===== config.mk =====
export PLATFORM = sky130hd
export DESIGN_NAME = assc_ctrl
export DESIGN_NICKNAME = d
export VERILOG_FILES = /design/src/design/assc_pkg.sv /design/src/design/assc_ctrl.sv /design/src/design/assc_dwell_timer.sv
export SDC_FILE = /design/constraint.sdc
export NUM_CORES = 1
export LEC_CHECK = 0
export ABC_AREA = 1
export BUFFER_PORTS_ARGS = -buffer_cell sky130_fd_sc_hd__buf_4
export CAP_MARGIN = 20
export CELL_PAD_IN_SITES_DETAIL_PLACEMENT = 1
export CELL_PAD_IN_SITES_GLOBAL_PLACEMENT = 1
export CORE_MARGIN = 2
export CORE_UTILIZATION = 41
export CTS_CLUSTER_DIAMETER = 80
export DETAILED_ROUTE_END_ITERATION = 7
export GPL_ROUTABILITY_DRIVEN = 0
export PLACE_DENSITY = 0.85
export SLEW_MARGIN = 20
export SYNTH_ARGS = -nofsm -noshare
export SYNTH_HDL_FRONTEND = slang
export SYNTH_SLANG_ARGS = --single-unit

===== constraint.sdc =====
create_clock -name clk -period 14.71 [get_ports clk]
set_input_delay 0 -clock clk [delete_from_list [all_inputs] [get_ports clk]]
set_output_delay 0 -clock clk [all_outputs]
set_load 0.02 [all_outputs]

===== src/design/assc_pkg.sv =====
// Constants and types for the association, scan and security controller.
// Assumes a 200 MHz clock; the radio MAC and cipher engine are outside.
package assc_pkg;
    // Association status codes
    localparam logic [7:0] ST_OK = 8'h00;
    localparam logic [7:0] ST_AS_TIMEOUT = 8'h01;
    localparam logic [7:0] ST_AS_NO_NET = 8'h02;
    localparam logic [7:0] ST_AS_NO_JOIN = 8'h03;
    localparam logic [7:0] ST_AS_BEACON = 8'h04;
    localparam logic [7:0] ST_AS_NET_NUM = 8'h05;
    localparam logic [7:0] ST_AS_CHAN = 8'h06;
    localparam logic [7:0] ST_ED_TIMEOUT = 8'h07;
    localparam logic [7:0] ST_START_FAIL = 8'h08;
    localparam logic [7:0] ST_START_PARAM = 8'h09;
    localparam logic [7:0] ST_REALIGN = 8'h0A;
    localparam logic [7:0] ST_REQ_NOT_SENT = 8'h0B;
    localparam logic [7:0] ST_REQ_TIMEOUT = 8'h0C;
    localparam logic [7:0] ST_REQ_PARAM = 8'h0D;
    localparam logic [7:0] ST_REQ_CCA = 8'h0E;
    localparam logic [7:0] ST_REQ_NO_ACK = 8'h0F;
    localparam logic [7:0] ST_REQ_NO_REPLY = 8'h10;
    localparam logic [7:0] ST_RESERVED = 8'h11;
    localparam logic [7:0] ST_SYNC_LOSS = 8'h12;
    localparam logic [7:0] ST_NOT_ASSOC = 8'h13;
    localparam logic [7:0] ST_ATTEMPT = 8'hFF;
    localparam logic [7:0] ST_RESET = ST_NOT_ASSOC;

    // Host command codes
    localparam logic [2:0] CMD_NOP = 3'h0;
    localparam logic [2:0] CMD_DISASSOC = 3'h1;
    localparam logic [2:0] CMD_POLL = 3'h2;
    localparam logic [2:0] CMD_ASCAN = 3'h3;
    localparam logic [2:0] CMD_ESCAN = 3'h4;
    localparam logic [2:0] CMD_ENC_SET = 3'h5;
    localparam logic [2:0] CMD_KEY_WR = 3'h6;
    localparam logic [2:0] CMD_KEY_RD = 3'h7;

    // Scan and output formatting
    localparam logic [15:0] BCAST = 16'hFFFF;
    localparam logic [15:0] MASK_STD = 16'hFFFF;
    localparam logic [15:0] MASK_HP = 16'h1FFE;
    localparam logic [7:0] CHAN_BASE = 8'h0B;
    localparam logic [7:0] EXP_MAX = 8'h06;
    localparam logic [7:0] ASCII_CR = 8'h0D;
    localparam logic [7:0] MODE_SHORT = 8'h02;
    localparam logic [7:0] MODE_LONG = 8'h03;
    localparam logic [2:0] MAX_DESC = 3'h5;
    localparam logic [4:0] DESC_LAST = 5'h15;
    localparam logic [4:0] NO_CHAN = 5'h10;
    localparam int DESC_W = 176;

    // Security
    localparam logic [6:0] MAX_PKT = 7'h5F;
    localparam logic [4:0] IV_BYTES = 5'h10;
    localparam int KEY_W = 128;

    // Dwell base time per channel
    localparam real DWELL_BASE_MS = 15.36;
    localparam real CLK_MHZ = 200.0;
    localparam int unsigned DWELL_BASE_CYC =
        int'(DWELL_BASE_MS * 1000.0 * CLK_MHZ);

    typedef enum logic [2:0] {
        S_IDLE = 3'b000,
        S_STEP = 3'b001,
        S_DWELL = 3'b011,
        S_LOAD = 3'b101,
        S_SEND = 3'b111
    } assc_scan_t;

    // Byte positions that close a field of a network beacon record
    function automatic logic assc_field_end(input logic [4:0] i);
        return (i == 5'h07) || (i == 5'h09) || (i == 5'h0A) ||
               (i == 5'h0B) || (i == 5'h0C) || (i == 5'h0D) ||
               (i == 5'h0E) || (i == 5'h10) || (i == 5'h11) ||
               (i == 5'h12) || (i == DESC_LAST);
    endfunction : assc_field_end
endpackage : assc_pkg


===== src/design/assc_ctrl.sv =====
// Association status, forced actions, channel scans and link security.
// Assumes host commands arrive as one-cycle strobes and the radio MAC
// reports beacons, energy samples and association outcomes as pulses.
//
// Behaviour
// - Success of start or association reads zero
// - Active scan failures report codes one to six
// - Energy, start and realignment codes seven to ten
// - Association request failures report codes eleven-sixteen
// - Sync loss, disassociation codes; seventeen never
// - Attempt in progress reads all ones
// - Status read-only, follows latest association request
// - Force disassociate drops link, then retries
// - Force poll waits until changes applied
// - Beacon request broadcast on every enabled channel
// - Active dwell is base times two-to-exponent
// - At most five beacon records per scan
// - Record fields in fixed order, security zero
// - Superframe spec bits kept in place
// - Text mode ends fields with carriage return
// - Energy scan reports channel maximum, returns
// - Energy dwell is base times two-to-parameter
// - Encryption switch; packet limit ninety-five bytes
// - Encrypted packets use long source address
// - Plain packets dropped while encryption on
// - Link key write-only, query only acknowledged
// - Ciphertext checksum, sixteen extra vector bytes
// - Every key write acknowledged, invalid ignored
// - Channel mask limited by part variant
`timescale 1ns/10ps
module assc_ctrl
    import assc_pkg::*;
#(
    parameter int unsigned DWELL_CYC = DWELL_BASE_CYC
)
(
    input wire logic clk,
    input wire logic rst_n,
    input wire logic cmd_valid,
    input wire logic [2:0] cmd_code,
    input wire logic [7:0] cmd_arg,
    input wire logic [KEY_W-1:0] key_data,
    input wire logic key_has_value,
    input wire logic key_full_width,
    input wire logic text_mode,
    input wire logic is_coordinator,
    input wire logic high_power_part,
    input wire logic [15:0] channel_mask,
    input wire logic command_mode,
    input wire logic changes_applied,
    input wire logic assoc_begin,
    input wire logic assoc_result_valid,
    input wire logic [7:0] assoc_result_code,
    input wire logic sync_lost,
    input wire logic link_lost,
    input wire logic bcn_valid,
    input wire logic [63:0] bcn_addr,
    input wire logic bcn_long,
    input wire logic [15:0] bcn_net,
    input wire logic [15:0] bcn_superframe,
    input wire logic bcn_slot_permit,
    input wire logic [7:0] bcn_rssi,
    input wire logic [23:0] bcn_time,
    input wire logic ed_valid,
    input wire logic [7:0] ed_level,
    input wire logic out_ready,
    input wire logic rx_valid,
    input wire logic rx_encrypted,
    input wire logic [6:0] tx_len,
    output logic cmd_ack,
    output logic cmd_error,
    output logic [7:0] association_status,
    output logic drop_assoc,
    output logic assoc_retry,
    output logic poll_req,
    output logic radio_tune,
    output logic [7:0] radio_channel,
    output logic beacon_req,
    output logic energy_measure,
    output logic [15:0] beacon_dst_addr,
    output logic [15:0] beacon_dst_net,
    output logic scan_busy,
    output logic out_valid,
    output logic [7:0] out_data,
    output logic encryption_enable,
    output logic [KEY_W-1:0] link_key,
    output logic tx_src_long,
    output logic tx_len_ok,
    output logic [4:0] tx_iv_bytes,
    output logic crc_over_cipher,
    output logic rx_forward
);
    function automatic logic [4:0] first_chan(input logic [15:0] m,
                                              input logic [4:0] from);
        logic [4:0] r;
        r = NO_CHAN;
        for (int i = 15; i >= 0; i--)
            if (m[i] && (5'(i) >= from))
                r = 5'(i);
        return r;
    endfunction : first_chan

    function automatic logic [7:0] desc_byte(input logic [DESC_W-1:0] d,
                                             input logic [4:0] i);
        logic [DESC_W-1:0] s;
        s = d << {i, 3'b000};
        return s[DESC_W-1 -: 8];
    endfunction : desc_byte

    // Command decode
    wire c_dis = cmd_valid && (cmd_code == CMD_DISASSOC);
    wire c_poll = cmd_valid && (cmd_code == CMD_POLL);
    wire c_as = cmd_valid && (cmd_code == CMD_ASCAN);
    wire c_es = cmd_valid && (cmd_code == CMD_ESCAN);
    wire c_enc = cmd_valid && (cmd_code == CMD_ENC_SET);
    wire c_kw = cmd_valid && (cmd_code == CMD_KEY_WR);
    wire c_kr = cmd_valid && (cmd_code == CMD_KEY_RD);

    assc_scan_t state_reg, state_next;
    wire idle = state_reg == S_IDLE;
    wire exp_ok = cmd_arg <= EXP_MAX;
    wire scan_go = (c_as || c_es) && exp_ok && idle;
    wire enc_ok = cmd_arg <= 8'h01;
    wire key_ok = key_has_value && key_full_width;
    wire dis_ok = c_dis && !is_coordinator;
    wire cmd_bad = ((c_as || c_es) && !scan_go) || (c_enc && !enc_ok) ||
                   (c_dis && is_coordinator);

    // Association status and forced actions
    logic [7:0] status_reg, status_next;
    logic drop_reg, retry_reg, poll_pend_reg, poll_reg;
    logic ack_reg, err_reg;
    wire code_ok = (assoc_result_code <= ST_NOT_ASSOC) &&
                   (assoc_result_code != ST_RESERVED);
    wire poll_fire = poll_pend_reg && changes_applied && !command_mode;

    always_comb
    begin
        status_next = status_reg;
        if (assoc_result_valid && code_ok)
            status_next = assoc_result_code;
        if (sync_lost)
            status_next = ST_SYNC_LOSS;
        if (link_lost || drop_reg)
            status_next = ST_NOT_ASSOC;
        // A fresh attempt outranks any older outcome
        if (assoc_begin || retry_reg)
            status_next = ST_ATTEMPT;
    end

    always_ff @(posedge clk)
    begin
        if (!rst_n)
        begin
            status_reg <= ST_RESET;
            drop_reg <= 1'b0;
            retry_reg <= 1'b0;
            poll_pend_reg <= 1'b0;
            poll_reg <= 1'b0;
            ack_reg <= 1'b0;
            err_reg <= 1'b0;
        end
        else
        begin
            status_reg <= status_next;
            drop_reg <= dis_ok;
            retry_reg <= drop_reg;
            // New request wins over the one being served
            poll_pend_reg <= (poll_pend_reg && !poll_fire) || c_poll;
            poll_reg <= poll_fire;
            ack_reg <= cmd_valid && !cmd_bad;
            err_reg <= cmd_bad;
        end
    end

    // Security settings
    logic enc_reg;
    logic [KEY_W-1:0] key_reg;

    always_ff @(posedge clk)
    begin
        if (!rst_n)
        begin
            enc_reg <= 1'b0;
            key_reg <= '0;
        end
        else
        begin
            if (c_enc && enc_ok)
                enc_reg <= cmd_arg[0];
            // Malformed key writes are acked but leave the key alone
            if (c_kw && key_ok)
                key_reg <= key_data;
        end
    end

    // Scan engine
    logic active_reg, tune_reg, cr_pend_reg, tail_reg;
    logic [2:0] exp_reg, desc_cnt_reg;
    logic [4:0] chan_reg, en_cnt_reg, item_reg, byte_reg;
    logic [7:0] max_reg, out_reg, rchan_reg;
    logic [DESC_W-1:0] desc_mem [0:4];
    logic [7:0] en_mem [0:15];
    logic tmr_done;

    wire [15:0] eff_mask = channel_mask &
                           (high_power_part ? MASK_HP : MASK_STD);
    wire [4:0] nxt_chan = first_chan(eff_mask, chan_reg);
    wire step_found = (state_reg == S_STEP) && (nxt_chan != NO_CHAN);
    wire dwelling = state_reg == S_DWELL;
    wire desc_room = desc_cnt_reg < MAX_DESC;
    wire desc_wr = dwelling && active_reg && bcn_valid && desc_room;
    wire [7:0] chan_code = CHAN_BASE + {3'b000, chan_reg};
    // Short mode shows the 16-bit address in the low bytes
    wire [63:0] addr_shown = bcn_long ? bcn_addr : {48'h0, bcn_addr[15:0]};
    wire [DESC_W-1:0] desc_pack = {addr_shown, bcn_net,
        bcn_long ? MODE_LONG : MODE_SHORT, chan_code,
        24'h000000, bcn_superframe, 7'h00, bcn_slot_permit,
        bcn_rssi, bcn_time};
    wire [7:0] ed_max = (ed_valid && (ed_level > max_reg)) ?
                        ed_level : max_reg;
    wire [4:0] item_cnt = active_reg ? {2'b00, desc_cnt_reg} : en_cnt_reg;
    wire have_item = item_reg < item_cnt;
    wire [7:0] cur_byte = active_reg ?
                          desc_byte(desc_mem[item_reg[2:0]], byte_reg) :
                          en_mem[item_reg[3:0]];
    wire item_last = !active_reg || (byte_reg == DESC_LAST);
    wire fend = !active_reg || assc_field_end(byte_reg);
    wire load = state_reg == S_LOAD;
    wire emit_cr = load && cr_pend_reg;
    wire emit_item = load && !cr_pend_reg && have_item;
    wire emit_tail = load && !cr_pend_reg && !have_item &&
                     text_mode && !tail_reg;
    wire emit_any = emit_cr || emit_item || emit_tail;

    always_comb
    begin
        state_next = state_reg;
        unique case (state_reg)
            S_IDLE:
                if (scan_go)
                    state_next = S_STEP;
            S_STEP:
                state_next = step_found ? S_DWELL : S_LOAD;
            S_DWELL:
                if (tmr_done)
                    state_next = S_STEP;
            S_LOAD:
                state_next = emit_any ? S_SEND : S_IDLE;
            S_SEND:
                if (out_ready)
                    state_next = S_LOAD;
            default:
                state_next = S_IDLE;
        endcase
    end

    always_ff @(posedge clk)
    begin
        if (!rst_n)
        begin
            state_reg <= S_IDLE;
            active_reg <= 1'b0;
            exp_reg <= 3'h0;
            chan_reg <= 5'h0;
            desc_cnt_reg <= 3'h0;
            en_cnt_reg <= 5'h0;
            max_reg <= 8'h00;
            tune_reg <= 1'b0;
            rchan_reg <= 8'h00;
        end
        else
        begin
            state_reg <= state_next;
            tune_reg <= step_found;
            if (scan_go)
            begin
                active_reg <= c_as;
                exp_reg <= cmd_arg[2:0];
                chan_reg <= 5'h0;
                desc_cnt_reg <= 3'h0;
                en_cnt_reg <= 5'h0;
                max_reg <= 8'h00;
            end
            if (step_found)
            begin
                chan_reg <= nxt_chan;
                rchan_reg <= CHAN_BASE + {3'b000, nxt_chan};
            end
            if (desc_wr)
                desc_cnt_reg <= desc_cnt_reg + 3'h1;
            if (dwelling)
                max_reg <= tmr_done ? 8'h00 : ed_max;
            if (dwelling && tmr_done)
            begin
                chan_reg <= chan_reg + 5'h1;
                if (!active_reg)
                    en_cnt_reg <= en_cnt_reg + 5'h1;
            end
        end
    end

    // Result storage holds data only, so it needs no reset
    always_ff @(posedge clk)
    begin
        if (desc_wr)
            desc_mem[desc_cnt_reg] <= desc_pack;
        if (dwelling && tmr_done && !active_reg)
            en_mem[en_cnt_reg[3:0]] <= ed_max;
    end

    // Output formatter: one byte is latched per load, then offered
    always_ff @(posedge clk)
    begin
        if (!rst_n)
        begin
            item_reg <= 5'h0;
            byte_reg <= 5'h0;
            cr_pend_reg <= 1'b0;
            tail_reg <= 1'b0;
            out_reg <= 8'h00;
        end
        else if (state_reg == S_STEP && !step_found)
        begin
            item_reg <= 5'h0;
            byte_reg <= 5'h0;
            cr_pend_reg <= 1'b0;
            tail_reg <= 1'b0;
        end
        else if (emit_cr || emit_tail)
        begin
            out_reg <= ASCII_CR;
            cr_pend_reg <= 1'b0;
            tail_reg <= tail_reg || emit_tail;
        end
        else if (emit_item)
        begin
            out_reg <= cur_byte;
            cr_pend_reg <= text_mode && fend;
            item_reg <= item_last ? item_reg + 5'h1 : item_reg;
            byte_reg <= item_last ? 5'h0 : byte_reg + 5'h1;
        end
    end

    assc_dwell_timer #(
        .BASE_CYC(DWELL_CYC)
    ) u_timer (
        .clk(clk),
        .rst_n(rst_n),
        .start(step_found),
        .exp_val(exp_reg),
        .done(tmr_done)
    );

    assign cmd_ack = ack_reg;
    assign cmd_error = err_reg;
    assign association_status = status_reg;
    assign drop_assoc = drop_reg;
    assign assoc_retry = retry_reg;
    assign poll_req = poll_reg;
    assign radio_tune = tune_reg;
    assign radio_channel = rchan_reg;
    assign beacon_req = tune_reg && active_reg;
    assign energy_measure = tune_reg && !active_reg;
    assign beacon_dst_addr = BCAST;
    assign beacon_dst_net = BCAST;
    assign scan_busy = !idle;
    assign out_valid = state_reg == S_SEND;
    assign out_data = out_reg;
    assign encryption_enable = enc_reg;
    // Key goes only to the cipher; no path returns it to the host
    assign link_key = key_reg;
    assign tx_src_long = enc_reg;
    assign tx_len_ok = !enc_reg || (tx_len <= MAX_PKT);
    assign tx_iv_bytes = enc_reg ? IV_BYTES : 5'h0;
    assign crc_over_cipher = enc_reg;
    assign rx_forward = rx_valid && (!enc_reg || rx_encrypted);
endmodule : assc_ctrl


===== src/design/assc_dwell_timer.sv =====
// Per-channel dwell timer: 2^exp repeats of a base period.
// Assumes start is a one-cycle pulse and exp is already range checked.
`timescale 1ns/10ps
module assc_dwell_timer
    import assc_pkg::*;
#(
    parameter int unsigned BASE_CYC = DWELL_BASE_CYC
)
(
    input wire logic clk,
    input wire logic rst_n,
    input wire logic start,
    input wire logic [2:0] exp_val,
    output logic done
);
    logic run_reg;
    logic [31:0] cnt_reg;
    logic [6:0] rep_reg;
    logic done_reg;
    wire base_end = cnt_reg == 32'(BASE_CYC - 1);

    always_ff @(posedge clk)
    begin
        if (!rst_n)
        begin
            run_reg <= 1'b0;
            cnt_reg <= 32'h0;
            rep_reg <= 7'h0;
            done_reg <= 1'b0;
        end
        else
        begin
            done_reg <= run_reg && base_end && (rep_reg == 7'h0);
            if (start)
            begin
                run_reg <= 1'b1;
                cnt_reg <= 32'h0;
                rep_reg <= 7'((8'h01 << exp_val) - 8'h01);
            end
            else if (run_reg)
            begin
                cnt_reg <= base_end ? 32'h0 : cnt_reg + 32'h1;
                if (base_end)
                begin
                    run_reg <= rep_reg != 7'h0;
                    rep_reg <= rep_reg - 7'h1;
                end
            end
        end
    end

    assign done = done_reg;
endmodule : assc_dwell_timer


## Word level (Yosys, flattened, before mapping)

Memories as Yosys holds them, arrays and structs flattened. A register that Yosys moved wholly into a read port is not among the register bits.
Cells that the tools add are included.

- Add/sub/neg operators: 10
- Multipliers: 0
- Divide/modulo/power cells: 0
- $lt $le $gt $ge: 23
- Equality and inequality tests: 27
- Shift operators: 2
- Multiplexer cells: 62
- Bitwise logic cells: 4
- Reductions and logical operators: 115

Operators by type and width:

| cell | count |
|---|---|
| $shl 176x8->176 | 1 |
| $mux 5 | 25 |
| $mux 8 | 11 |
| $mux 64 | 1 |
| $logic_and 1x1->1 | 57 |
| $ge 4x5->1 const A | 8 |
| $add 32x1->32 const B | 1 |
| $eq 32x22->1 const B | 1 |
| $mux 32 | 1 |
| $eq 5x4->1 const B | 6 |
| $mux 3 | 9 |
| $logic_or 1x1->1 | 24 |
| $mux 7 | 3 |
| $add 5x1->5 const B | 4 |
| $eq 5x5->1 const B | 4 |
| $ge 3x5->1 const A | 4 |
| $and 16x16->16 | 1 |
| $mux 16 | 1 |
| $eq 3x3->1 const B | 5 |
| $pmux 3 s5 | 1 |
| $sub 7x1->7 const B | 2 |
| $logic_not 1->1 | 13 |
| $add 4x5->6 const A | 2 |
| $reduce_bool 2->1 | 6 |
| 31 further kinds | 52 |

- Register bits after elaboration: 241
- Latch bits: 0
- RAM bits: 808
- Memory bits (read-only): 0
- Input bits: 327
- Output and inout port bits: 204
- Logic and storage cells: 274
- Memories: 2

Memory list:

| name | words | width | rd ports | clocked after memory_dff | write ports | RTL line | RTL |
|---|---|---|---|---|---|---|---|
| desc_mem | 5 | 136 | 1 | 1 | 1 | assc_ctrl.sv:202 | `logic [DESC_W-1:0] desc_mem [0:4];` |
| en_mem | 16 | 8 | 1 | 1 | 1 | assc_ctrl.sv:203 | `logic [7:0] en_mem [0:15];` |

## Depth between registers and ports, before layout

- Depth after elaboration: 25
- Mapped depth: 30

## By module

A second synthesis with hierarchy kept.

- Cells, all modules: 4,134
- Area total of the unflattened synthesis: 43,787.0 um2

Modules (own cells, without submodules):

| module | times used | cells an instance | area an instance (um2) | sequential area each (um2) |
|---|---|---|---|---|
| assc_ctrl | 1 | 3,754 | 41,309.6 | 28,307.1 |
| assc_dwell_timer | 1 | 380 | 2,477.4 | 820.8 |

## Least setup slack after synthesis

Ideal clock, no wire load.

- Path type: reg-to-reg
- Start point: register active_reg
- End point: memory desc_mem[1][0] (netlist name) (enable)
- Arrival time: 14.072 ns
- Data required time: 13.745 ns
- Path slack: -0.327 ns
- Stages on the path, launching flop included: 6
- Buffers on the path: 1
- Cells stage by stage: dfxtp_1 > clkbuf_1 > inv_1 > nor4_1 > inv_1 > nor4_1

- Cells in the longest elaborated chain, start to end: 5

Ends and longest elaborated chain:

| what | RTL line | RTL |
|---|---|---|
| start: declaration | assc_ctrl.sv:198 | `logic active_reg, tune_reg, cr_pend_reg, tail_reg;` |
| start signal: assignment | assc_ctrl.sv:278 | `active_reg <= c_as;` |
| $logic_and 1x1->1 (3 in a row) | assc_ctrl.sv:212 | `wire desc_wr = dwelling && active_reg && bcn_valid && desc_room;` |
| $mux 1 | assc_ctrl.sv:306 | `if (desc_wr)` |
| $mux 1 (implied by the code) | assc_ctrl.sv:307 | `desc_mem[desc_cnt_reg] <= desc_pack;` |
| end: declaration | assc_ctrl.sv:202 |  |

No other way between the ends.

==> results.md <==
* Outcome: complete, no violations
* Hold-fix buffers at CTS at 381
* Vias in the first global route at ~40000
* Chip height at about 330 um
* Number of buffers added on ports at slightly below 500
* Wire per inst at approximately 30 um
* Wl on met1 at 63200 um
* Number of nets in the layout at approximately 5200
* CTS tree: built
* Via count at 38540
* H-tree depth at 3
* Clock Tree Buf Depth at 3
* CTS Buf Count at ~110
* Predominant post-synthesis flop cell: edfxtp_1
* Worst EP arrival at around 5400 ps
* Die X at about 330 um
* R2R depth at 9
* Slew Limit Headroom at 0.242
* WL met2 at just under 90000 um
* Crit-path max cell delay at 880 ps
* Antenna Nets Post-Route at 0
* I/O Pins at between 500 and 600
* Initial core utilization at 0.412
* Largest reg by FF count: desc_mem
* EDFF count, synth at 808
* CP endpoint: out_data[5]$_SDFFE_PN0P_
* Vias/cell at about 6.0
* Syn Area/Cell at 10.6 sq um
* Post-layout total power at approximately 6500 uW
* Startpoint Class: register
* Clock sink total at roughly 1100
* CP Class: reg -> reg
* Area delta synth->final at 28.8%
* Syn. warnings at 0
* R2R Setup Slk at 9920 ps
* Routed WL at between 150000 and 200000 um
* Clock Latency Late Sink at ~730 ps
* Grt total ovfl at 0
* Skew final at around 59 ps
* Commonest non-fill, non-tap cell in the layout: edfxtp_1
* Hold Path Class: in -> reg
* Fmax at approximately 0.21 GHz
* Number of DRC markers in iteration 0 at between 4000 and 5000
* Remaining DRCs at 0
* RR Endpoint: out_data[5]$_SDFFE_PN0P_
* Pwr Density at 117 nW/um^2
* Largest net degree at the start of global routing at between 150 and 200
* Pre-CTS setup slack at 10410 ps
* Total core area at between 100000 and 150000 sq um
* Leak pwr at 0.0209 uW
* CP required at roughly 15000 ps
* Met3 Wirelength at just over 20000 um
* Most frequent cells in the layout: edfxtp_1, nor2_1, nand2_1
* Die area at 108000 sq um
* Setup violators final at 0
* Resized cells post-CTS at 0
* Top cell type's share of synthesized area at 0.561
* Slew of the pin with the lowest slew margin at roughly 1100 ps
* Number of distinct library cells after synthesis at 58
* Post-synthesis async set-or-reset flop share at 0
* Top area cells in the synthesized netlist: edfxtp_1, dfxtp_1, nor2_1
* Hpwl dp at 96400 um
* Final setup margin at about 9900 ps
* Crit-path slowest cell: buf_4
* Row Count at 119
* Gate Count Post-Synth at approximately 4100
* Seq/Total Area, Yosys at 0.674
* Syn Std Cell Area at 43200 sq um
* GRT Resource Usage Total at 0.335
* Worst Path Max Fanout at just over 100
* Post-CTS Setup Bufs at 0
* Antenna violations before repair at 44
* CP Capture Type: register
* RSZ-0062 raised after global routing: false
* Max Slew Vio Count at 0
* Synth Register Bits at 1051
* Share of layout cells above drive strength 1 at 0.153
* Final min period at between 4000 and 5000 ps
* VDD IR-drop max at approximately 0.00010 V
* First-pass GRT wire length at between 200000 and 300000 um
* Initial DRT Pass Iterations at 6
* Largest register FFs at 680
* Root Buffer: clkbuf_16
* Synth area leader: edfxtp_1
* Fin crit share at 0.326
* Worst-path cell chain: inv_8, buf_4, buf_4, a21oi_1, o311ai_0, o21ai_0, nand2_1, nand3_1, a21oi_1
* Maxcap violations at 0
* Final hold viol count at 0
* Uppermost layer routed: met5
* Clk slew on worst S/H paths at 70 ps
## synthesized netlist by cell type, types with 7 or more instances
| library cell | number |
|---|---|
| ha_1 | 30 |
| nor3_1 | 51 |
| nor2_1 | 686 |
| buf_2 | 24 |
| nand4_1 | 21 |
| a22o_1 | 13 |
| xor2_1 | 16 |
| o22ai_1 | 68 |
| nand3_1 | 195 |
| a21oi_1 | 201 |
| a31oi_1 | 18 |
| or2_2 | 11 |
| o21ai_0 | 436 |
| clkbuf_1 | 183 |
| dfxtp_1 | 243 |
| buf_4 | 42 |
| inv_1 | 218 |
| inv_2 | 7 |
| o311ai_0 | 10 |
| o211ai_1 | 28 |
| a211oi_1 | 11 |
| nor4_1 | 17 |
| o221ai_1 | 25 |
| a32o_1 | 11 |
| a221oi_1 | 8 |
| a22oi_1 | 10 |
| nand2_1 | 605 |
| buf_1 | 15 |
| edfxtp_1 | 808 |
## layout make-up
type	count	area, sq um
Clock buffer	130	2930
Timing Repair Buffer	909	7850
Inverter	228	877
Tap cell	1391	1740
Antenna cell	41	103
Fill cell	11163	49300
Multi-Input combinational cell	2562	12200
Clock inverter	75	815
Sequential cell	1051	29100
## worst max-delay path: cells and delay by family (launching register included)
| kind | cells | cell delay (ps) |
|---|---|---|
| buffers and inverters | 3 | 2170 |
| AOI/OAI and AO/OA | 4 | 1500 |
| DFF | 1 | 470 |
| and+or+nand+nor | 2 | 350 |
## how the worst min path moves through the flow
stage	start	to	slack, ps	cells past startpoint
finish	bcn_addr[5]	desc_mem[4][77]$_DFFE_PP_	40	2
global route	bcn_time[8]	desc_mem[1][8]$_DFFE_PP_	40	2
CTS	bcn_net[12]	desc_mem[0][68]$_DFFE_PP_	3	2
detailed placement	is_coordinator	drop_assoc$_SDFF_PN0_	190	2
global placement	is_coordinator	drop_assoc$_SDFF_PN0_	180	2
floorplan	is_coordinator	drop_assoc$_SDFF_PN0_	80	1
## layer usage
| metal | vias up | global-route usage |
|---|---|---|
| li1 | 15812 | - |
| met1 | 19022 | 0.372 |
| met2 | 2781 | 0.559 |
| met3 | 907 | 0.0978 |
| met4 | 18 | 0.224 |
| met5 | - | 0 |
## logic make-up (layout without fill, tap and decap cells)
family | Yosys count | after routing | synth area share
simple gates | 1607 | 1607 | 0.152
flops | 1051 | 1051 | 0.674
compound gates | 868 | 868 | 0.114
buf+inv | 493 | 1342 | 0.0474
fa+ha+maj | 30 | 30 | 0.00868
xor+xnor | 17 | 17 | 0.00344
other cells | 2 | 79 | 0.000174
mux | 2 | 2 | 0.000463
## metrics by stage
stage	setup TNS [ps]	utilization	instances	hold WS (ps)	instance area (sq um)
finish	0	0.530	6387	36.5	55700
global route	0	0.530	6374	40.8	55700
CTS	0	0.530	6346	3.23	55600
detailed placement	0	0.458	5760	188	48000
global placement	0	0.458	5760	182	48000
floorplan	-88990	-	4106	77.0	43400
## power by group
group | internal [uW] | leakage [uW] | switching, uW
sequential | 3200 | 0.00926 | 6.58
clock | 1660 | 0.00183 | 1330
combinational | 149 | 0.00978 | 177
total | 5000 | 0.0209 | 1520
Power figures use the tool's default switching activity.
